$ cat config.mk
export PLATFORM = sky130hd
export DESIGN_NAME = conv_control
export DESIGN_NICKNAME = d
export VERILOG_FILES = /design/src/conv_control.v /design/src/conv_sequencer.v
export VERILOG_INCLUDE_DIRS = /design/src /design/src/src
export SDC_FILE = /design/constraint.sdc
export NUM_CORES = 1
export LEC_CHECK = 0
export ABC_AREA = 1
export BUFFER_PORTS_ARGS = -buffer_cell sky130_fd_sc_hd__buf_2
export CORE_MARGIN = 2
export CORE_UTILIZATION = 60
export CTS_CLUSTER_SIZE = 10
export DETAILED_ROUTE_END_ITERATION = 10
export HOLD_SLACK_MARGIN = 0.06
export PLACE_DENSITY = 0.81
export SKIP_LAST_GASP = 1
export SLEW_MARGIN = 10
export SYNTH_ARGS = -nofsm -noshare
export SYNTH_HDL_FRONTEND = slang
export SYNTH_SLANG_ARGS = --single-unit
$ cat constraint.sdc
create_clock -name core_clk -period 3.4 [get_ports core_clk]
set_input_delay 0.51 -clock core_clk [delete_from_list [all_inputs] [get_ports core_clk]]
set_output_delay 0.51 -clock core_clk [all_outputs]
set_load 0.1 [all_outputs]
$ cat src/conv_ctrl_regs.vh
// register map, field positions, reset values and timing counts for the
// converter control block; included by the control and sequencer modules
`ifndef CONV_CTRL_REGS_VH
`define CONV_CTRL_REGS_VH
`define ADDR_FLAGS 8'h0c
`define ADDR_RES_HI 8'h1e
`define ADDR_CTRL0 8'h1f
`define ADDR_ENABLES 8'h8c
`define ADDR_RES_LO 8'h9e
`define ADDR_CTRL1 8'h9f
`define ADDR_TIMER_LO 8'h0e
`define ADDR_TIMER_HI 8'h0f
`define ADDR_CAPCOMP 8'h17
`define CTRL0_RESET 8'h00
`define CTRL1_RESET 8'h00
`define CTRL0_MASK 8'hfd
`define CTRL1_MASK 8'hcf
`define FLAG_BIT 6
`define CTRL0_ON_BIT 0
`define CTRL0_GO_BIT 2
`define CTRL1_JUST_BIT 7
`define CTRL1_HALVE_BIT 6
`define CLK_SEL_RC 2'h3
`define CAPCOMP_SPECIAL 4'hb
`define RECOVERY_PERIODS 4'h2
`define CONV_PERIODS 4'hb
`define INSTR_DIV 8'h04
`define RC_DIV 8'h0c
`define DIV_SEL0 8'h02
`define DIV_SEL1 8'h08
`define DIV_SEL2 8'h20
`define CLK_SEL_MSB 7
`define CLK_SEL_LSB 6
`define CHAN_MSB 5
`define CHAN_LSB 3
`define PCFG_MSB 3
`define CAPCOMP_MSB 3
`endif

$ cat src/conv_control.v
// converter control: registers, clock select, pin decode, triggers
// assumes a single-cycle register port on core_clk; pins are async
//
// Notes on behaviour
// - justify bit picks right or left alignment
// - halve bit divides system-derived conversion clock
// - config code sets analog or digital inputs
// - some codes take references from inputs three/two
// - two bit periods of recovery after conversion
// - rc clock waits one instruction cycle first
// - completion clears go and loads result
// - rc conversion in sleep may wake device
// - non-rc sleep aborts, converter on stays set
// - reset disables converter, all pins analog
// - result registers are not reset
// - special trigger starts conversion, clears timer
// - trigger with converter off only clears timer
// - result readable as high and low bytes
`default_nettype none
`include "conv_ctrl_regs.vh"
module conv_control
(
	input wire core_clk,
	input wire rst_n,
	input wire [7:0] reg_addr,
	input wire [7:0] reg_wdata,
	input wire reg_wr,
	input wire reg_rd,
	output reg [7:0] reg_rdata,
	input wire sleep_req,
	input wire special_trigger,
	input wire [9:0] sample_in,
	output wire converter_powered,
	output wire hold_connected,
	output wire [2:0] channel_sel,
	output reg [4:0] analog_pins,
	output reg vref_pos_ext,
	output reg vref_neg_ext,
	output wire irq,
	output wire wake_req
);
	//------------------------------------------------
	// registers
	//------------------------------------------------
	reg [7:0] ctrl0_q;
	reg [7:0] ctrl1_q;
	reg flag_q;
	reg irq_en_q;
	reg [3:0] capcomp_q;
	reg [15:0] timer_q;
	reg [7:0] rhi_q;
	reg [7:0] rlo_q;
	reg trig_s1_q;
	reg trig_s2_q;
	reg trig_prev_q;
	reg sleep_s1_q;
	reg sleep_s2_q;
	reg [7:0] div_q;
	reg half_q;
	wire [9:0] result;
	wire done_pulse;
	wire busy;

	//------------------------------------------------
	// write decode
	//------------------------------------------------
	function wr_hit;
		input [7:0] addr;
		input [7:0] target;
		input strobe;
		begin
			wr_hit = strobe && (addr == target);
		end
	endfunction
	wire wr_ctrl0 = wr_hit(reg_addr, `ADDR_CTRL0, reg_wr);
	wire wr_ctrl1 = wr_hit(reg_addr, `ADDR_CTRL1, reg_wr);
	wire wr_flags = wr_hit(reg_addr, `ADDR_FLAGS, reg_wr);
	wire wr_enables = wr_hit(reg_addr, `ADDR_ENABLES, reg_wr);
	wire wr_capcomp = wr_hit(reg_addr, `ADDR_CAPCOMP, reg_wr);
	wire wr_res_hi = wr_hit(reg_addr, `ADDR_RES_HI, reg_wr);
	wire wr_res_lo = wr_hit(reg_addr, `ADDR_RES_LO, reg_wr);
	wire [1:0] clk_sel = ctrl0_q[`CLK_SEL_MSB:`CLK_SEL_LSB];
	wire rc_clock = (clk_sel == `CLK_SEL_RC);
	wire on = ctrl0_q[`CTRL0_ON_BIT];
	wire [3:0] pcfg = ctrl1_q[`PCFG_MSB:0];
	// idle only while the hold capacitor is connected: a start taken
	// in the recovery gap would be lost and leave go stuck high
	wire seq_idle = hold_connected;
	wire trig_edge = trig_s2_q & ~trig_prev_q;
	wire trig_hit = trig_edge && (capcomp_q == `CAPCOMP_SPECIAL);
	wire trig_start = trig_hit && on && seq_idle;
	wire sw_go = wr_ctrl0 && reg_wdata[`CTRL0_GO_BIT] &&
		reg_wdata[`CTRL0_ON_BIT] && seq_idle;
	wire start = sw_go || trig_start;
	// in sleep without rc clock the converter is shut down
	wire sleep_abort = sleep_s2_q && !rc_clock;
	assign converter_powered = on && !sleep_abort;
	assign channel_sel = ctrl0_q[`CHAN_MSB:`CHAN_LSB];
	assign irq = flag_q & irq_en_q;
	assign wake_req = sleep_s2_q & irq;

	//------------------------------------------------
	// conversion clock divider
	//------------------------------------------------
	// divider reload depends on selection; rc approximated by fixed count
	function [7:0] div_for;
		input [1:0] sel;
		begin
			case (sel)
			2'h0: div_for = `DIV_SEL0;
			2'h1: div_for = `DIV_SEL1;
			2'h2: div_for = `DIV_SEL2;
			default: div_for = `RC_DIV;
			endcase
		end
	endfunction
	wire raw_tick = (div_q == 8'h01);
	// halving only applies to system-derived sources
	wire halve = ctrl1_q[`CTRL1_HALVE_BIT] && !rc_clock;
	wire bit_tick = raw_tick && (!halve || half_q);
	reg [7:0] idiv_q;
	wire instr_tick = (idiv_q == 8'h01);
	always @(posedge core_clk or negedge rst_n)
	begin
		if (!rst_n)
		begin
			div_q <= 8'h01;
			half_q <= 1'b0;
			idiv_q <= 8'h01;
		end
		else
		begin
			div_q <= raw_tick ? div_for(clk_sel) : div_q - 8'h01;
			if (raw_tick)
				half_q <= ~half_q;
			idiv_q <= instr_tick ? `INSTR_DIV : idiv_q - 8'h01;
		end
	end

	//------------------------------------------------
	// pin synchronisers
	//------------------------------------------------
	always @(posedge core_clk or negedge rst_n)
	begin
		if (!rst_n)
		begin
			trig_s1_q <= 1'b0;
			trig_s2_q <= 1'b0;
			trig_prev_q <= 1'b0;
			sleep_s1_q <= 1'b0;
			sleep_s2_q <= 1'b0;
		end
		else
		begin
			trig_s1_q <= special_trigger;
			trig_s2_q <= trig_s1_q;
			trig_prev_q <= trig_s2_q;
			sleep_s1_q <= sleep_req;
			sleep_s2_q <= sleep_s1_q;
		end
	end

	//------------------------------------------------
	// sequencer
	//------------------------------------------------
	conv_sequencer u_seq
	(
		.core_clk(core_clk),
		.rst_n(rst_n),
		.bit_tick(bit_tick),
		.instr_tick(instr_tick),
		.start(start),
		.abort(sleep_abort || !on),
		.rc_clock(rc_clock),
		.sample_in(sample_in),
		.busy(busy),
		.hold_connected(hold_connected),
		.done_pulse(done_pulse),
		.result(result)
	);

	//------------------------------------------------
	// control registers
	//------------------------------------------------
	always @(posedge core_clk or negedge rst_n)
	begin
		if (!rst_n)
			ctrl0_q <= `CTRL0_RESET;
		else if (wr_ctrl0)
		begin
			ctrl0_q <= reg_wdata & `CTRL0_MASK;
			// go reads set only for a start taken or one still running
			ctrl0_q[`CTRL0_GO_BIT] <= sw_go ||
				(busy && reg_wdata[`CTRL0_ON_BIT]);
		end
		else if (done_pulse)
			ctrl0_q[`CTRL0_GO_BIT] <= 1'b0;
		else if (sleep_abort || !on)
			ctrl0_q[`CTRL0_GO_BIT] <= 1'b0;
		else if (trig_start)
			ctrl0_q[`CTRL0_GO_BIT] <= 1'b1;
	end

	always @(posedge core_clk or negedge rst_n)
	begin
		if (!rst_n)
			ctrl1_q <= `CTRL1_RESET;
		else if (wr_ctrl1)
			ctrl1_q <= reg_wdata & `CTRL1_MASK;
	end

	always @(posedge core_clk or negedge rst_n)
	begin
		if (!rst_n)
		begin
			irq_en_q <= 1'b0;
			capcomp_q <= 4'h0;
		end
		else
		begin
			if (wr_enables)
				irq_en_q <= reg_wdata[`FLAG_BIT];
			if (wr_capcomp)
				capcomp_q <= reg_wdata[`CAPCOMP_MSB:0];
		end
	end

	// set wins over a software clear in the same cycle
	always @(posedge core_clk or negedge rst_n)
	begin
		if (!rst_n)
			flag_q <= 1'b0;
		else if (done_pulse)
			flag_q <= 1'b1;
		else if (wr_flags)
			flag_q <= reg_wdata[`FLAG_BIT];
	end

	//------------------------------------------------
	// sixteen bit timer
	//------------------------------------------------
	// counts instruction cycles; the trigger clears it even with the
	// converter off
	always @(posedge core_clk or negedge rst_n)
	begin
		if (!rst_n)
			timer_q <= 16'h0000;
		else if (trig_hit)
			timer_q <= 16'h0000;
		else if (instr_tick)
			timer_q <= timer_q + 16'h0001;
	end

	//------------------------------------------------
	// result registers, not reset
	//------------------------------------------------
	// no reset term: power-up contents stay unknown
	always @(posedge core_clk)
	begin
		if (done_pulse)
		begin
			if (ctrl1_q[`CTRL1_JUST_BIT])
			begin
				rhi_q <= {6'h00, result[9:8]};
				rlo_q <= result[7:0];
			end
			else
			begin
				rhi_q <= result[9:2];
				rlo_q <= {result[1:0], 6'h00};
			end
		end
		else if (wr_res_hi)
			rhi_q <= reg_wdata;
		else if (wr_res_lo)
			rlo_q <= reg_wdata;
	end

	//------------------------------------------------
	// pin configuration decode
	//------------------------------------------------
	always @*
	begin
		vref_pos_ext = 1'b0;
		vref_neg_ext = 1'b0;
		case (pcfg)
		4'h0, 4'h2, 4'h9: analog_pins = 5'h1f;
		4'h1, 4'h3, 4'ha:
		begin
			analog_pins = 5'h17;
			vref_pos_ext = 1'b1;
		end
		4'h4: analog_pins = 5'h0b;
		4'h5:
		begin
			analog_pins = 5'h03;
			vref_pos_ext = 1'b1;
		end
		4'h6, 4'h7: analog_pins = 5'h00;
		4'h8, 4'hb, 4'hc:
		begin
			analog_pins = 5'h13;
			vref_pos_ext = 1'b1;
			vref_neg_ext = 1'b1;
		end
		4'hd:
		begin
			analog_pins = 5'h03;
			vref_pos_ext = 1'b1;
			vref_neg_ext = 1'b1;
		end
		4'he: analog_pins = 5'h01;
		default:
		begin
			analog_pins = 5'h01;
			vref_pos_ext = 1'b1;
			vref_neg_ext = 1'b1;
		end
		endcase
	end

	//------------------------------------------------
	// read port
	//------------------------------------------------
	always @(posedge core_clk or negedge rst_n)
	begin
		if (!rst_n)
			reg_rdata <= 8'h00;
		else if (reg_rd)
		begin
			case (reg_addr)
			`ADDR_CTRL0: reg_rdata <= ctrl0_q;
			`ADDR_CTRL1: reg_rdata <= ctrl1_q;
			`ADDR_RES_HI: reg_rdata <= rhi_q;
			`ADDR_RES_LO: reg_rdata <= rlo_q;
			`ADDR_FLAGS: reg_rdata <= {1'b0, flag_q, 6'h00};
			`ADDR_ENABLES: reg_rdata <= {1'b0, irq_en_q, 6'h00};
			`ADDR_CAPCOMP: reg_rdata <= {4'h0, capcomp_q};
			`ADDR_TIMER_LO: reg_rdata <= timer_q[7:0];
			`ADDR_TIMER_HI: reg_rdata <= timer_q[15:8];
			default: reg_rdata <= 8'h00;
			endcase
		end
		else
			reg_rdata <= 8'h00;
	end
endmodule // conv_control
`default_nettype wire

$ cat src/conv_sequencer.v
// conversion sequencer: start delay, bit periods, recovery gap
// assumes one-cycle enables for bit period and instruction cycle
`default_nettype none
`include "conv_ctrl_regs.vh"
module conv_sequencer
(
	input wire core_clk,
	input wire rst_n,
	input wire bit_tick,
	input wire instr_tick,
	input wire start,
	input wire abort,
	input wire rc_clock,
	input wire [9:0] sample_in,
	output wire busy,
	output reg hold_connected,
	output reg done_pulse,
	output reg [9:0] result
);
	localparam S_IDLE = 2'd0;
	localparam S_WAIT = 2'd1;
	localparam S_CONV = 2'd2;
	localparam S_RECOVER = 2'd3;
	reg [1:0] state_q;
	reg [3:0] count_q;
	assign busy = (state_q == S_WAIT) || (state_q == S_CONV);
	always @(posedge core_clk or negedge rst_n)
	begin
		if (!rst_n)
		begin
			state_q <= S_IDLE;
			count_q <= 4'h0;
			hold_connected <= 1'b1;
			done_pulse <= 1'b0;
			result <= 10'h000;
		end
		else
		begin
			done_pulse <= 1'b0;
			if (abort)
			begin
				state_q <= S_IDLE;
				hold_connected <= 1'b1;
			end
			else
			begin
				case (state_q)
				S_IDLE:
				begin
					if (start)
					begin
						state_q <= rc_clock ? S_WAIT : S_CONV;
						count_q <= 4'h0;
						hold_connected <= 1'b0;
					end
				end
				S_WAIT:
				begin
					// rc source: one instruction cycle before starting
					if (instr_tick)
						state_q <= S_CONV;
				end
				S_CONV:
				begin
					if (bit_tick)
					begin
						if (count_q == `CONV_PERIODS - 4'h1)
						begin
							state_q <= S_RECOVER;
							count_q <= 4'h0;
							result <= sample_in;
							done_pulse <= 1'b1;
						end
						else
							count_q <= count_q + 4'h1;
					end
				end
				S_RECOVER:
				begin
					if (bit_tick)
					begin
						if (count_q == `RECOVERY_PERIODS - 4'h1)
						begin
							state_q <= S_IDLE;
							hold_connected <= 1'b1;
						end
						else
							count_q <= count_q + 4'h1;
					end
				end
				default:
					state_q <= S_IDLE;
				endcase
			end
		end
	end
endmodule // conv_sequencer
`default_nettype wire

==> impl_metrics.toml <==
[cts]
htree_levels = 3
cts_tree = "done"
cts_buffers = 9
clockRootBuffer = "clkbuf_8"
cts-hold-fix-buffers = 0
clock_latency_ns = 0.38
cts_setup_buffers = 0
numClockSinks = 99
clk_path_buf_depth = 2
ctsResizeCount = 0
cts.clk_slew.worst_paths_ns = 0.11

[timing]
worstMarginPinSlew_ns = 1.03
setup_ws_ns = 0.957
slew_headroom_pct = 31.1
setup_tns_ns = 0
period_share_pct = 71.8
clock_skew_ns = 0.0155
max_freq_mhz = 409
period_minus_slack_ns = 2.44
setup_viol = 0
hold_viol = 0
rsz0062_at_grt = "false"
report.final.slew_viol_count = 0

[drt]
drtAntennaViolNets = 0
wl_um = 11800
route.vias.total = 4494
post_drt_wl_per_cell_um = 14.7
dr.pass1.iters = 6
vias_per_cell = 5.58
drt_iter0_drc = 378
drc_errors = 0

[worst_setup_path]
endpoint_kind = "output port"
crit_chain = "nand2_2 -> a21oi_4 -> buf_2"
path_class = "flip-flop to output port"
worst_ep_required_time_ns = 2.89
critPathArrivalTime_ns = 1.93
critPathSlowestCell = "dfrtp_1"
cp-start-kind = "flip-flop"
critPathMaxStageDelay_ns = 0.53
cp_max_fo = 13

[die]
die_x_um = 97.7
io_pins = 54
start_util_pct = 61.3
die_h_um = 97.7
dieArea_um2 = 9540
row_count = 34
core-area_um2 = 8590

[logic_synthesis]
synth_area_leader_cell = "dfrtp_1"
synth-edff-count = 16
async_flop_share_pct = 83.8
yosysUniqueCellTypes = 41
synth_top_area_share_pct = 38.0
syn-num-nets = 685
postSynthCellCount = 640
yosys_warnings = 0
ys.flop_type = "dfrtp_1"
ys_seq_elements = 99
ys_seq_area_share_pct = 48.7
syn_area_um2 = 5260
synthTopCellsByArea = "dfrtp_1 38%, nand2_1 10%, edfxtp_1 9.1%, inv_1 6.1%, nor2_1 4.7%"
yosysMostFrequentCell = "nand2_1"
synth_area_per_cell_um2 = 8.22
synthTopCellsByCount = "145 x nand2_1, 85 x inv_1, 80 x dfrtp_1"

[layout]
postLayoutCoreUtil_pct = 67.6
nNetsFinal = 738
fin_area_um2 = 5810
area_growth_pct = 10.4
layout-drive-gt1-share_pct = 16.2
diodes = 0

[pwr]
combPwrFrac_pct = 19.7
pwr-share-clk_pct = 29.4
seqPwrFrac_pct = 50.9
p_sw_share_pct = 34.4
vdd_ir_drop_max_mv = 0.358
switching_power_uw = 879
p_leak_uw = 0.00285
p_per_area_nw_per_um2 = 440
p_int_uw = 1680

[global_routing]
track_usage_pct = 26.3
grt_pass1_vias = 4351
grt_max_degree = 84
grt_overflow = 0
antenna_found_initial = 0
grt_pass1_wl_um = 20300

[place]
portBuffers = 53
placed_area_um2 = 5610
place_congestion = 0.968
pre_cts_slack_ns = 1.20
hpwl_um = 8950

[job]
max-cap-violations = 0

[run_status]
status = "finished clean"

[hold_path]
hp-class = "input port to flip-flop"
-- worst max-delay path, delay by kind of cell (launching register included) --
family	cells	cell delay, ns
AO/OA/AOI/OAI	1	0.36
buffers and inverters	1	0.50
flip-flops	1	0.53
AND/OR/NAND/NOR	1	0.15
-- final cells by class --
cell class	count	area, um^2
Clock buffer	9	124
Clock inverter	7	81.3
Fill cell	719	2780
Inverter	93	349
Multi-Input combinational cell	437	2290
Sequential cell	99	2560
Tap cell	108	135
Timing Repair Buffer	53	268
-- power by group through the flow --
stage / logic [uW] / registers [uW] / clock network (uW)
after floorplan: 338 / 1360 / 0
after global placement: 487 / 1320 / 0
after detailed placement: 504 / 1320 / 0
after CTS: 506 / 1300 / 767
after global routing: 556 / 1310 / 821
final: 504 / 1300 / 751
-- sequential cells by signal (all words and copies together) (netlist names), 2 cells and up --
signal,cells
ctrl0_q,7
rhi_q,8
u_seq.count_q,4
idiv_q,8
timer_q,16
capcomp_q,4
ctrl1_q,6
u_seq.state_q,2
reg_rdata,8
div_q,8
rlo_q,8
u_seq.result,10
-- kinds of logic (layout without fill, tap and decap cells) --
logic type               Yosys count  in the layout  synth area share [%]
AND/OR/NAND/NOR                  300            300                  25.5
AO/OA/AOI/OAI                    114            114                  13.0
buffers and inverters            104            162                  8.11
flip-flops                        99             99                  48.7
adder cells (fa/ha/maj)           13             13                  3.09
XOR/XNOR                           9              9                  1.50
multiplexers                       1              1                 0.214
-- stage by stage --
stage,cells,power [uW],hold WS [ns]
final,806,2560,0.231
after floorplan,640,1700,0.214
after CTS,806,2570,0.222
after global placement,790,1810,0.332
after detailed placement,790,1830,0.339
after global routing,806,2690,0.204
-- worst paths after layout --
kind                       slack (ns)  cells past startpoint            start                 to
max                              0.96                      3       ctrl0_q[7]  converter_powered
min                              0.23                      1  special_trigger          trig_s1_q
max reg2reg                      1.35                      7        idiv_q[0]         timer_q[9]
min reg2reg                      0.36                      0       sleep_s1_q         sleep_s2_q
max in group asynchronous        2.42                      1            rst_n   u_seq.count_q[3]
min in group asynchronous        0.29                      1            rst_n           div_q[4]
-- cell usage in the layout (no fill, tap or decap), types with 9 or more instances in the layout --
cell / n
nand2_1: 145
inv_1: 85
dfrtp_1: 80
nor2_1: 66
buf_2: 52
o21ai_0: 37
nand3_1: 32
a21oi_1: 26
nor3_1: 18
edfxtp_1: 16
o22ai_1: 13
ha_1: 13
nand4_1: 12
o21ai_1: 9
o21ai_2: 9
clkbuf_8: 9
-- layer usage --
| layer | vias to the layer above | track usage, % | share of wire (%) |
|---|---|---|---|
| met4 | 0 | 8.12 | 2.0 |
| li1 | 2195 | - | - |
| met3 | 29 | 5.32 | 6.7 |
| met1 | 2096 | 36.2 | 44 |
| met5 | - | 0 | 0 |
| met2 | 174 | 42.3 | 47 |
(Power assumes the default switching activity.)
